[src/verilog/stc_pkg.sv]
package stc_pkg;

   // Register byte addresses on the Avalon-MM slave.
   localparam logic [5:0] OFF_DATA     = 6'h00;
   localparam logic [5:0] OFF_STATUS   = 6'h04;
   localparam logic [5:0] OFF_FLAG_CLR = 6'h08;
   localparam logic [5:0] OFF_STOP_TRG = 6'h0C;
   localparam logic [5:0] OFF_STRT_TRG = 6'h10;
   localparam logic [5:0] OFF_ENABLE   = 6'h14;
   localparam logic [5:0] OFF_CTRL     = 6'h18;
   localparam logic [5:0] OFF_IRQ_STAT = 6'h1C;
   localparam logic [5:0] OFF_IRQ_MASK = 6'h20;

   // Field positions in the channel status register.
   localparam int ST_OVERRUN = 0;
   localparam int ST_ACK_ERR = 1;
   localparam int ST_BUF_FUL = 5;
   localparam int ST_BUSY    = 6;

   // Field positions in the control register.
   localparam int CT_RX_MODE = 0;
   localparam int CT_ACK_EN  = 1;
   localparam int CT_GEN_STA = 2;
   localparam int CT_GEN_STP = 3;

   // Field positions in the interrupt status and mask registers.
   localparam int IR_DONE = 0;
   localparam int IR_ERR  = 1;

   // Divider field position in the data register and its reset value.
   localparam int         DIV_LSB   = 9;
   localparam logic [6:0] DIV_RESET = 7'h01;

   // Bits shifted per byte, including the acknowledge slot.
   localparam logic [3:0] BITS_PER_BYTE = 4'h9;

   // Engine states.
   typedef enum logic [3:0] {
      STC_IDLE, STC_STA0, STC_STA1, STC_STA2, STC_SP0, STC_SP1, STC_SP2, STC_BLO, STC_BHI
   } stc_state_t;

endpackage

[src/verilog/stc_pin_sync.sv]
`timescale 1ns/1ps

// Two-flop synchroniser for the two bus wires, with a rising-edge pulse on the clock wire.
module stc_pin_sync (
   // Clock and reset.
   input  wire logic core_clk,
   input  wire logic srst,
   // Raw wire levels.
   input  wire logic scl_i,
   input  wire logic sda_i,
   // Synchronised levels and clock rise.
   output logic      scl_s,
   output logic      sda_s,
   output logic      scl_rise
);

   logic [1:0] scl_ff_q;   // First stage feeds only the second.
   logic [1:0] sda_ff_q;   // Same structure for the data wire.
   logic       scl_old_q;  // Previous synchronised clock level.

   // Idle wires are high, so reset to high to avoid a false edge.
   always_ff @(posedge core_clk) begin
      if (srst) begin
         scl_ff_q  <= 2'h3;
         sda_ff_q  <= 2'h3;
         scl_old_q <= 1'b1;
      end else begin
         scl_ff_q  <= {scl_ff_q[0], scl_i};
         sda_ff_q  <= {sda_ff_q[0], sda_i};
         scl_old_q <= scl_ff_q[1];
      end
   end

   assign scl_s    = scl_ff_q[1];
   assign sda_s    = sda_ff_q[1];
   assign scl_rise = scl_ff_q[1] & ~scl_old_q;

endmodule

[src/verilog/stc_channel.sv]
`timescale 1ns/1ps

// Behaviour
// Data read clears buffer-full, accepts next byte.
// Software reads data first during overrun recovery.
// Status register reports which error occurred.
// Writing one to flag-clear clears that flag.
// Writing back status clears only flags read.
// Stop trigger clears enable status, halts channel.
// Start trigger sets enable status, resumes channel.
// Ack error recovery: clear, stop, conditions, restart.
// Alternatively repeated start, redo from address.
// Divider field nonzero; rate clock/(div+1)/2.
// Error flags hold until cleared or reset.
module stc_channel (
   // Clock and reset.
   input  wire logic        core_clk,
   input  wire logic        srst,
   // Avalon-MM slave.
   input  wire logic [5:0]  address,
   input  wire logic        read,
   input  wire logic        write,
   input  wire logic [31:0] writedata,
   input  wire logic [3:0]  byteenable,
   output logic [31:0]      readdata,
   output logic             waitrequest,
   // Interrupt.
   output logic             irq,
   // Open-drain clock wire.
   input  wire logic        scl_i,
   output logic             scl_o,
   output logic             scl_oe,
   // Open-drain data wire.
   input  wire logic        sda_i,
   output logic             sda_o,
   output logic             sda_oe
);

   stc_pkg::stc_state_t state_q, state_d;   // Engine state.
   logic [6:0]  div_q;       // Half-period divider.
   logic [6:0]  cnt_q;       // Half-period counter.
   logic [7:0]  shift_q;     // Byte being shifted.
   logic [7:0]  rx_q;        // Received byte.
   logic [3:0]  bit_q;       // Bits left in the byte.
   logic        ovr_q;       // Overrun error flag.
   logic        ack_err_q;   // Missing acknowledge flag.
   logic        bff_q;       // Receive buffer full.
   logic        en_q;        // Channel enable status.
   logic [3:0]  ctrl_q;      // Mode bits; command bits read back as zero.
   logic [1:0]  irq_st_q;    // Sticky interrupt causes.
   logic [1:0]  irq_mk_q;    // Interrupt mask.
   logic        wait_q;      // Registered waitrequest.
   logic [31:0] rdata_q;     // Registered read data.
   logic        irq_q;       // Registered interrupt.
   logic        scl_oe_q;    // Clock wire pulled low.
   logic        sda_oe_q;    // Data wire pulled low.
   logic        low_q;       // Level driven when enabled.
   logic        scl_s, sda_s, scl_rise;

   // Wire synchroniser; nothing reads the raw pins.
   stc_pin_sync u_sync (
      .core_clk (core_clk),
      .srst     (srst),
      .scl_i    (scl_i),
      .sda_i    (sda_i),
      .scl_s    (scl_s),
      .sda_s    (sda_s),
      .scl_rise (scl_rise)
   );

   // True when a register access at this address completes at this edge.
   function automatic logic hit(input logic [5:0] a, input logic [5:0] off, input logic go);
      hit = go & (a == off);
   endfunction

   // Bus strobes fire on the edge at which waitrequest is seen low.
   wire       wr_go   = write & ~wait_q;
   wire       rd_go   = read & ~wait_q;
   wire       wr_data = hit(address, stc_pkg::OFF_DATA, wr_go);
   wire       wr_fclr = hit(address, stc_pkg::OFF_FLAG_CLR, wr_go) & byteenable[0];
   wire       wr_stop = hit(address, stc_pkg::OFF_STOP_TRG, wr_go) & byteenable[0];
   wire       wr_strt = hit(address, stc_pkg::OFF_STRT_TRG, wr_go) & byteenable[0];
   wire       wr_ctrl = hit(address, stc_pkg::OFF_CTRL, wr_go) & byteenable[0];
   wire       wr_ist  = hit(address, stc_pkg::OFF_IRQ_STAT, wr_go) & byteenable[0];
   wire       wr_imk  = hit(address, stc_pkg::OFF_IRQ_MASK, wr_go) & byteenable[0];
   wire       rd_data = hit(address, stc_pkg::OFF_DATA, rd_go);
   wire       busy    = (state_q != stc_pkg::STC_IDLE);

   // Half period elapsed: div+1 cycles per half gives clock/(div+1)/2.
   wire       half    = (cnt_q == div_q);
   // High phases count only once the wire is really high, so a stretched clock waits.
   wire       hi_ok   = half & scl_s;
   wire       xfer    = (state_q == stc_pkg::STC_BLO) | (state_q == stc_pkg::STC_BHI);
   // A halted channel abandons a byte at once.
   wire       halt    = xfer & ~en_q;
   wire       last    = (state_q == stc_pkg::STC_BHI) & hi_ok & (bit_q == 4'h1);
   wire       rx_mode = ctrl_q[stc_pkg::CT_RX_MODE];
   wire       rx_end  = last & rx_mode;
   wire       nack    = last & ~rx_mode & sda_s;
   // Reception into a still-full buffer is an overrun; reading data first avoids it.
   wire       ovr_set = rx_end & bff_q;
   wire       err_set = ovr_set | nack;
   wire [1:0] ist_set = {err_set, last};

   // Status word: error flags are exactly the bits a flag-clear write addresses.
   wire [31:0] status_w = {25'h0, busy, bff_q, 3'h0, ack_err_q, ovr_q};

   // Read multiplexer; unmapped addresses read zero.
   wire [31:0] rd_mux =
      (address == stc_pkg::OFF_DATA)     ? {16'h0, div_q, 1'b0, rx_q} :
      (address == stc_pkg::OFF_STATUS)   ? status_w :
      (address == stc_pkg::OFF_ENABLE)   ? {31'h0, en_q} :
      (address == stc_pkg::OFF_CTRL)     ? {30'h0, ctrl_q[1:0]} :
      (address == stc_pkg::OFF_IRQ_STAT) ? {30'h0, irq_st_q} :
      (address == stc_pkg::OFF_IRQ_MASK) ? {30'h0, irq_mk_q} : 32'h0;

   // Next state of the wire engine.
   // Conditions run even while the channel is halted so software can free the bus.
   always_comb begin
      state_d = state_q;
      case (state_q)
         stc_pkg::STC_IDLE: begin
            if (wr_ctrl & writedata[stc_pkg::CT_GEN_STA]) begin
               state_d = stc_pkg::STC_STA0;
            end else if (wr_ctrl & writedata[stc_pkg::CT_GEN_STP]) begin
               state_d = stc_pkg::STC_SP0;
            end else if (wr_data & byteenable[0] & en_q) begin
               state_d = stc_pkg::STC_BLO;
            end
         end
         // Release data first so a repeated start works from a low clock.
         stc_pkg::STC_STA0: if (half) state_d = stc_pkg::STC_STA1;
         stc_pkg::STC_STA1: if (hi_ok) state_d = stc_pkg::STC_STA2;
         stc_pkg::STC_STA2: if (half) state_d = stc_pkg::STC_IDLE;
         stc_pkg::STC_SP0:  if (half) state_d = stc_pkg::STC_SP1;
         stc_pkg::STC_SP1:  if (hi_ok) state_d = stc_pkg::STC_SP2;
         stc_pkg::STC_SP2:  if (half) state_d = stc_pkg::STC_IDLE;
         stc_pkg::STC_BLO:  if (half) state_d = stc_pkg::STC_BHI;
         stc_pkg::STC_BHI: begin
            if (hi_ok) begin
               state_d = last ? stc_pkg::STC_IDLE : stc_pkg::STC_BLO;
            end
         end
         default: state_d = stc_pkg::STC_IDLE;
      endcase
      if (halt) begin
         state_d = stc_pkg::STC_IDLE;
      end
   end

   // Engine registers and wire drives.
   // The clock is released after each byte; the next byte or a stop pulls it low again.
   always_ff @(posedge core_clk) begin
      if (srst) begin
         state_q  <= stc_pkg::STC_IDLE;
         cnt_q    <= 7'h00;
         bit_q    <= 4'h0;
         shift_q  <= 8'h00;
         scl_oe_q <= 1'b0;
         sda_oe_q <= 1'b0;
      end else begin
         state_q <= state_d;
         cnt_q   <= (state_d != state_q || half) ? 7'h00 : 7'(cnt_q + 7'h01);
         case (state_q)
            stc_pkg::STC_IDLE: begin
               if (state_d == stc_pkg::STC_BLO) begin
                  shift_q <= rx_mode ? 8'hFF : writedata[7:0];
                  bit_q   <= stc_pkg::BITS_PER_BYTE;
               end
               if (state_d == stc_pkg::STC_SP0) begin
                  scl_oe_q <= 1'b1;
               end
            end
            stc_pkg::STC_STA0: sda_oe_q <= 1'b0;
            stc_pkg::STC_STA1: scl_oe_q <= 1'b0;
            stc_pkg::STC_STA2: begin
               sda_oe_q <= 1'b1;
               if (half) scl_oe_q <= 1'b1;
            end
            stc_pkg::STC_SP0: sda_oe_q <= 1'b1;
            stc_pkg::STC_SP1: scl_oe_q <= 1'b0;
            stc_pkg::STC_SP2: if (half) sda_oe_q <= 1'b0;
            stc_pkg::STC_BLO: begin
               scl_oe_q <= 1'b1;
               // Data moves only once the clock is already low, so a data edge never
               // meets a falling clock and looks like a start or stop to the target.
               // Ninth slot: receiver drives acknowledge, transmitter releases.
               if (scl_oe_q && bit_q == 4'h1) begin
                  sda_oe_q <= rx_mode & ctrl_q[stc_pkg::CT_ACK_EN];
               end else if (scl_oe_q) begin
                  sda_oe_q <= ~shift_q[7];
               end
            end
            stc_pkg::STC_BHI: begin
               scl_oe_q <= 1'b0;
               if (scl_rise && bit_q != 4'h1) begin
                  shift_q <= {shift_q[6:0], sda_s};
               end
               if (hi_ok) bit_q <= 4'(bit_q - 4'h1);
            end
            default: scl_oe_q <= scl_oe_q;
         endcase
      end
   end

   // Flags, enable and receive buffer; a hardware set beats a same-cycle clear.
   always_ff @(posedge core_clk) begin
      if (srst) begin
         ovr_q     <= 1'b0;
         ack_err_q <= 1'b0;
         bff_q     <= 1'b0;
         rx_q      <= 8'h00;
         en_q      <= 1'b0;
      end else begin
         ovr_q     <= ovr_set | (ovr_q & ~(wr_fclr & writedata[stc_pkg::ST_OVERRUN]));
         ack_err_q <= nack | (ack_err_q & ~(wr_fclr & writedata[stc_pkg::ST_ACK_ERR]));
         bff_q     <= rx_end | (bff_q & ~rd_data);
         if (rx_end & ~bff_q) rx_q <= shift_q;
         if (wr_stop & writedata[0]) begin
            en_q <= 1'b0;
         end else if (wr_strt & writedata[0]) begin
            en_q <= 1'b1;
         end
      end
   end

   // Software-written configuration.
   always_ff @(posedge core_clk) begin
      if (srst) begin
         div_q    <= stc_pkg::DIV_RESET;
         ctrl_q   <= 4'h0;
         irq_mk_q <= 2'h0;
      end else begin
         if (wr_data & byteenable[1] & ~busy) div_q <= writedata[15:stc_pkg::DIV_LSB];
         if (wr_ctrl) ctrl_q <= {2'h0, writedata[1:0]};
         if (wr_imk) irq_mk_q <= writedata[1:0];
      end
   end

   // Bus answer, interrupt causes and line outputs, all registered.
   always_ff @(posedge core_clk) begin
      if (srst) begin
         wait_q   <= 1'b1;
         rdata_q  <= 32'h0;
         irq_st_q <= 2'h0;
         irq_q    <= 1'b0;
         low_q    <= 1'b0;
      end else begin
         wait_q   <= ~((read | write) & wait_q);
         rdata_q  <= rd_mux;
         irq_st_q <= ist_set | (irq_st_q & ~({2{wr_ist}} & writedata[1:0]));
         irq_q    <= |(irq_st_q & irq_mk_q);
         low_q    <= 1'b0;
      end
   end

   assign readdata    = rdata_q;
   assign waitrequest = wait_q;
   assign irq         = irq_q;
   assign scl_o       = low_q;
   assign sda_o       = low_q;
   assign scl_oe      = scl_oe_q;
   assign sda_oe      = sda_oe_q;

endmodule

[config.mk]
export PLATFORM = sky130hd
export DESIGN_NAME = stc_channel
export DESIGN_NICKNAME = d
export VERILOG_FILES = /design/src/verilog/stc_pkg.sv /design/src/verilog/stc_pin_sync.sv /design/src/verilog/stc_channel.sv
export SDC_FILE = /design/constraint.sdc
export NUM_CORES = 1
export LEC_CHECK = 0
export BUFFER_PORTS_ARGS = -buffer_cell sky130_fd_sc_hd__buf_4
export CORE_MARGIN = 10
export CORE_UTILIZATION = 30
export DETAILED_ROUTE_END_ITERATION = 16
export PLACE_DENSITY = 0.51
export SLEW_MARGIN = 25
export SYNTH_ARGS = -nofsm -noshare
export SYNTH_HDL_FRONTEND = slang
export SYNTH_SLANG_ARGS = --single-unit
[constraint.sdc]
create_clock -name core_clk -period 4.5 [get_ports core_clk]
set_clock_uncertainty 0.2 [all_clocks]
set_input_delay 0.45 -clock core_clk [delete_from_list [all_inputs] [get_ports core_clk]]
set_output_delay 0.45 -clock core_clk [all_outputs]
set_load 0.005 [all_outputs]
==> flow_metrics.tcl, run 1 <==
set metrics [dict create \
    post_cts_resized 0 \
    peakVddDrop_mv 0.191 \
    htreeDepth 3 \
    grt_max_degree 57 \
    numClockSinks 72 \
    busiest_layer "met2" \
    syn2layout_area_growth_pct 18.5 \
    syn_area_mm2 0.00351 \
    drt-wirelength-per-cell_um 15.2 \
    cts_root_buf "clkbuf_16" \
    synth-compound-area-share_pct 14.0 \
    routabilityCongestion 0.839 \
    grtUsageMet2_pct 15.6 \
    synthFlopType "dfxtp_1" \
    tightest_slew_ns 0.719 \
    max_freq_mhz 340 \
    cts_setup_buffers 0 \
    cp.required_ns 4.50 \
    via_count 2940 \
    cts_tree "yes" \
    path_cells "nand2_1 > nor4b_1 > and3_1 > nand4b_1 > mux2i_1 > nor2_1" \
    grt_use_met1_pct 14.1 \
    drt_iter0_drc 189 \
    coreArea_mm2 0.0115 \
    seq_area_frac_synth_pct 41.0 \
    max_stage_delay_ns 0.71 \
    muxShareOfSynthArea_pct 8.47 \
    leakagePower_nw 1.78 \
    postLayoutCellArea_mm2 0.00417 \
    wl_um 9010 \
    synth-simple-area-share_pct 24.0 \
    power_w 0.00145 \
    clk_transition_reported_paths_ns 0.06 \
    critPathKind "flop to flop" \
    pin_count 86 \
    initial_core_util_pct 30.6 \
    synthXorXnorAreaFrac_pct 2.99 \
    track_usage_pct 10.7 \
    postSynthAreaPerCell_um2 8.51 \
    grt_use_met3_pct 4.18 \
    syn_inst 413 \
    drive_above_1_share_pct 17.1 \
    die_h_um 128 \
    clockBufferDepth 2 \
    power_density_mw_per_mm2 349 \
    grt_setup_unrepaired "no" \
    min_period_ns 2.94 \
    maxCapViolCount 0 \
    finalSetupTns_ns 0 \
    worst-path-max-fanout 20 \
    grt_pass1_vias 2849 \
    grt_pass1_wl_um 14400 \
    arrival_ns 2.94 \
    setup-violations-final 0 \
    final_nets 496 \
    crit_buf_inv 0 \
    antenna_cells 0 \
    finalCritPeriodShare_pct 65.3 \
    io_buffers 47 \
    clk_latency_ns 0.34 \
    postRouteAntennaNets 0 \
    cp_slowest_cell "dfxtp_1" \
    yosys-top-cells-area "dfxtp_1 (41%), mux2i_1 (7.4%), nor2_1 (5.2%)" \
    detailedRoute.firstPassIterationCount 5 \
    synth_edf_count 0 \
    yosysTopAreaCellShare_pct 41.0 \
    dieWidth_um 128 \
    synth_top_family_by_area "simple AND/OR/NAND/NOR gates" \
    critical_path.top_delay_family "simple AND/OR/NAND/NOR gates" \
    async_flop_share_pct 0 \
    place_area_mm2 0.00387 \
    crit_path_end_kind "flop" \
    post-route-drc-count 0 \
    crit_path_start_kind "flop" \
    slew_headroom_pct 51.6 \
    synth_fa_ha_area_share_pct 1.07 \
    hold_viol 0 \
    synth.distinct_cells 57 \
    slew_violations 0 \
    finish.utilization_pct 36.3 \
    antenna_found_initial 0 \
    postCtsHoldBufs 0 \
    synth-seq-cells 72 \
    die_area_mm2 0.0164 \
    status "completed" \
    yosysWarnings 0 \
    dp_hpwl_um 6510 \
    grt_overflow 0 \
    routed_via_density 4.96 \
    cts_buffers 9 \
    core.rowCount 39 \
    hp-class "input port to flop" \
    synth_top_cell_by_area "dfxtp_1" \
]
cell families after synthesis:
kind of cell               Yosys count
DFF                                 72
other                                1
muxes                               29
AOI/OAI and AO/OA                   73
and+or+nand+nor                    166
buffers and inverters               57
adders and majority gates            3
xor gates and xnor gates            12
sequential cells by signal, summed over array words and instances, names as in the netlist, 4 cells and up:
signal    cells
bit_q         4
cnt_q         7
div_q         7
readdata     15
rx_q          8
shift_q       8
state_q       4
path summary, 6_finish.rpt:
| kind | from | endpoint | slack (ns) | cells after the start |
|---|---|---|---|---|
| max | state_q[3] | rx_q[0] | 1.56 | 6 |
| min | sda_i | u_sync.sda_ff_q[0] | 0.09 | 2 |
| max reg2reg | state_q[3] | rx_q[0] | 1.56 | 6 |
| min reg2reg | u_sync.sda_ff_q[0] | u_sync.sda_ff_q[1] | 0.21 | 1 |
cell type report:
class | instances | area [um^2]
Tap cell | 143 | 179
Sequential cell | 72 | 1440
Fill cell | 1174 | 7300
Inverter | 13 | 48.8
Multi-Input combinational cell | 302 | 1850
Clock inverter | 5 | 56.3
Timing Repair Buffer | 47 | 353
Clock buffer | 11 | 243
power breakdown:
part	total (W)	internal [W]	switching, W
registers	0.000651	0.000644	0.00000723
logic	0.0000879	0.0000358	0.0000521
clock network	0.000715	0.000443	0.000272
total	0.00145	0.00112	0.000331
cells in the final DEF (no fill, tap or decap), types with 3 or more instances in the layout:
| cell type | n |
|---|---|
| xnor2_1 | 3 |
| ha_1 | 3 |
| nor2_1 | 49 |
| nor3_1 | 21 |
| conb_1 | 19 |
| and2_1 | 15 |
| buf_4 | 47 |
| a21oi_1 | 18 |
| nand3_1 | 14 |
| nand2b_1 | 3 |
| xor2_1 | 9 |
| o41ai_1 | 3 |
| and3_1 | 6 |
| clkbuf_16 | 9 |
| o21ai_0 | 15 |
| or2_2 | 5 |
| dfxtp_1 | 72 |
| a31oi_1 | 9 |
| or3_1 | 4 |
| a311oi_1 | 4 |
| nand4_1 | 3 |
| inv_1 | 13 |
| nand2_1 | 28 |
| a22oi_1 | 3 |
| mux2i_1 | 26 |
cells in the mapped netlist (all sizes together) (4+ instances only):
library cell	count
a311oi	4
or2	5
mux2i	26
nor3	22
o21ai	15
dfxtp	72
buf	23
nand3	14
and3	6
inv	13
nand2	28
a31oi	9
nor2	49
and2	15
a21oi	18
or3	4
clkbuf	21
xor2	9
per-stage QoR:
| stage | setup slack [ns] | instances | hold WS [ns] |
|---|---|---|---|
| 2_1_floorplan | 2.11 | 431 | 0.189 |
| 3_3_place_gp | 1.55 | 577 | 0.196 |
| 3_5_place_dp | 1.51 | 577 | 0.199 |
| 4_1_cts | 1.52 | 593 | 0.0832 |
| 5_1_grt | 1.32 | 593 | 0.0849 |
| 6_report | 1.56 | 593 | 0.0894 |
worst register-to-register path: stages (launching register included):
cell,delay (ns)
dfxtp_1,0.71
nand2_1,0.11
nor4b_1,0.49
and3_1,0.33
nand4b_1,0.56
mux2i_1,0.35
nor2_1,0.05
metal layers:
| layer | share of wire, % | up-vias |
|---|---|---|
| met5 | 0 | - |
| met4 | 0.92 | 0 |
| met3 | 8.0 | 10 |
| met2 | 44 | 94 |
| met1 | 47 | 1362 |
| li1 | - | 1474 |
No activity file was read; power rests on OpenSTA's default activity.
==> run 2: changes to the inputs <==
==> constraint.sdc (replaced) <==
create_clock -name core_clk -period 3.05 [get_ports core_clk]
set_clock_uncertainty 0.2 [all_clocks]
set_input_delay 0.305 -clock core_clk [delete_from_list [all_inputs] [get_ports core_clk]]
set_output_delay 0.305 -clock core_clk [all_outputs]
set_load 0.005 [all_outputs]
==> flow_metrics.tcl, run 2 (synthesis gave the netlist of run 1 again) <==
set metrics [dict create \
    status "completed" \
    core.rowCount 39 \
    grt_overflow 0 \
    coreArea_mm2 0.0115 \
    r2r-end "cnt_q[3]" \
    place_ws_ns 0.445 \
    clk_transition_reported_paths_ns 0.06 \
    leakagePower_nw 1.84 \
    die_h_um 128 \
    antenna_found_initial 0 \
    largest_reg_flops 15 \
    rr_worst_depth 6 \
    rr_startpoint "state_q[2]" \
    routabilityCongestion 0.847 \
    post-route-drc-count 0 \
    grt_setup_unrepaired "no" \
    hold_viol 0 \
    die_area_mm2 0.0164 \
    syn2layout_area_growth_pct 21.2 \
    cts_setup_buffers 0 \
    mostFrequentLayoutCells "dfxtp_1 (72), buf_4 (60), nor2_1 (49), nand2_1 (28), mux2i_1 (26)" \
    peakVddDrop_mv 0.295 \
    hold_depth 3 \
    wl_um 9320 \
    dieWidth_um 128 \
    grt_pass1_vias 3001 \
    grt_pass1_wl_um 15300 \
    crit_buf_inv 1 \
    cts_root_buf "clkbuf_16" \
    arrival_ns 2.66 \
    final_nets 513 \
    drt_iter0_drc 203 \
    max_stage_delay_ns 0.65 \
    routed_via_density 4.99 \
    setup-violations-final 0 \
    finalSetupTns_ns 0 \
    crit_path_start_kind "flop" \
    rrSetupSlack_ns 0.43 \
    finalCritPeriodShare_pct 86.0 \
    path_cells "inv_1 > a2111oi_0 > nor3_1 > mux2_4 > a221o_1 > nor3_1" \
    worst-path-max-fanout 15 \
    crit_top_cell "nor3_1" \
    mostFrequentLayoutCell "dfxtp_1" \
    tightest_slew_ns 0.674 \
    timing.final.ws_setup_ns 0.428 \
    clk_latency_ns 0.33 \
    detailedRoute.firstPassIterationCount 5 \
    io_buffers 47 \
    place_area_mm2 0.00397 \
    pin_count 86 \
    postRouteAntennaNets 0 \
    holdPathEnd "div_q[4]" \
    hp-class "input port to flop" \
    power_density_mw_per_mm2 476 \
    cts_tree "yes" \
    cp_slowest_cell "dfxtp_1" \
    grt_max_degree 57 \
    maxCapViolCount 0 \
    numClockSinks 72 \
    cp.required_ns 3.09 \
    max_freq_mhz 381 \
    crit_path_end_kind "flop" \
    htreeDepth 3 \
    clockBufferDepth 2 \
    postLayoutCellArea_mm2 0.00426 \
    hold_ws_ns 0.0131 \
    drt-wirelength-per-cell_um 15.3 \
    dp_hpwl_um 6690 \
    via_count 3040 \
    drive_above_1_share_pct 18.9 \
    cts_buffers 9 \
    slew_violations 0 \
    antenna_cells 0 \
    critPathKind "flop to flop" \
    initial_core_util_pct 30.6 \
    slew_headroom_pct 54.9 \
    worstHoldStart "writedata[13]" \
    track_usage_pct 11.3 \
    min_period_ns 2.62 \
    critical_path.top_delay_family "compound AO/OA/AOI/OAI gates" \
]
[run 2: how the worst max path moves through the flow]
stage	startpoint	endpoint	slack (ns)	cells after the start
after floorplan	div_q[5]	cnt_q[2]	0.66	7
after global placement	address[1]	cnt_q[5]	0.56	7
after detailed placement	state_q[2]	cnt_q[3]	0.44	6
after CTS	state_q[2]	cnt_q[3]	0.44	6
after global routing	state_q[2]	cnt_q[5]	0.22	6
final	state_q[2]	cnt_q[3]	0.43	6
[run 2: metal layers]
metal  up-vias  wire length [um]  GRT usage [%]
met2        84              4130           16.8
met5         -                 0              0
met4         0               150           3.31
met1      1425              4450           15.0
li1       1518                 -              -
met3        13               585           3.93
[run 2: final cells by class]
cell class | instances | area, um^2
Tap cell | 143 | 179
Sequential cell | 72 | 1440
Clock inverter | 4 | 22.5
Fill cell | 1172 | 7210
Inverter | 13 | 48.8
Clock buffer | 11 | 233
Timing Repair Buffer | 64 | 490
Multi-Input combinational cell | 302 | 1850
[run 2: timing repair]
item / CTS / global route
endpoints found under the hold margin: 4 / 0
resized for setup: 0 / 0
hold buffers: 4 / 0
[run 2: power breakdown]
group          total [W]  internal, W  switching, W
registers       0.000960     0.000950    0.00000941
logic           0.000145    0.0000627     0.0000822
clock network   0.000924     0.000542      0.000383
total            0.00203      0.00155      0.000474
[run 2: worst register-to-register path: stages, from the launching register on]
cell and delay, ns:
dfxtp_1 0.65, inv_1 0.25, a2111oi_0 0.35, nor3_1 0.12
mux2_4 0.27, a221o_1 0.45, nor3_1 0.24
[run 2: per-stage QoR]
step                power [W]  std cells  utilization (%)
finish                0.00203        609             37.2
global route          0.00212        609             37.2
CTS                   0.00206        609             37.2
detailed placement    0.00112        590             34.6
global placement      0.00112        590             34.6
floorplan             0.00108        431                -
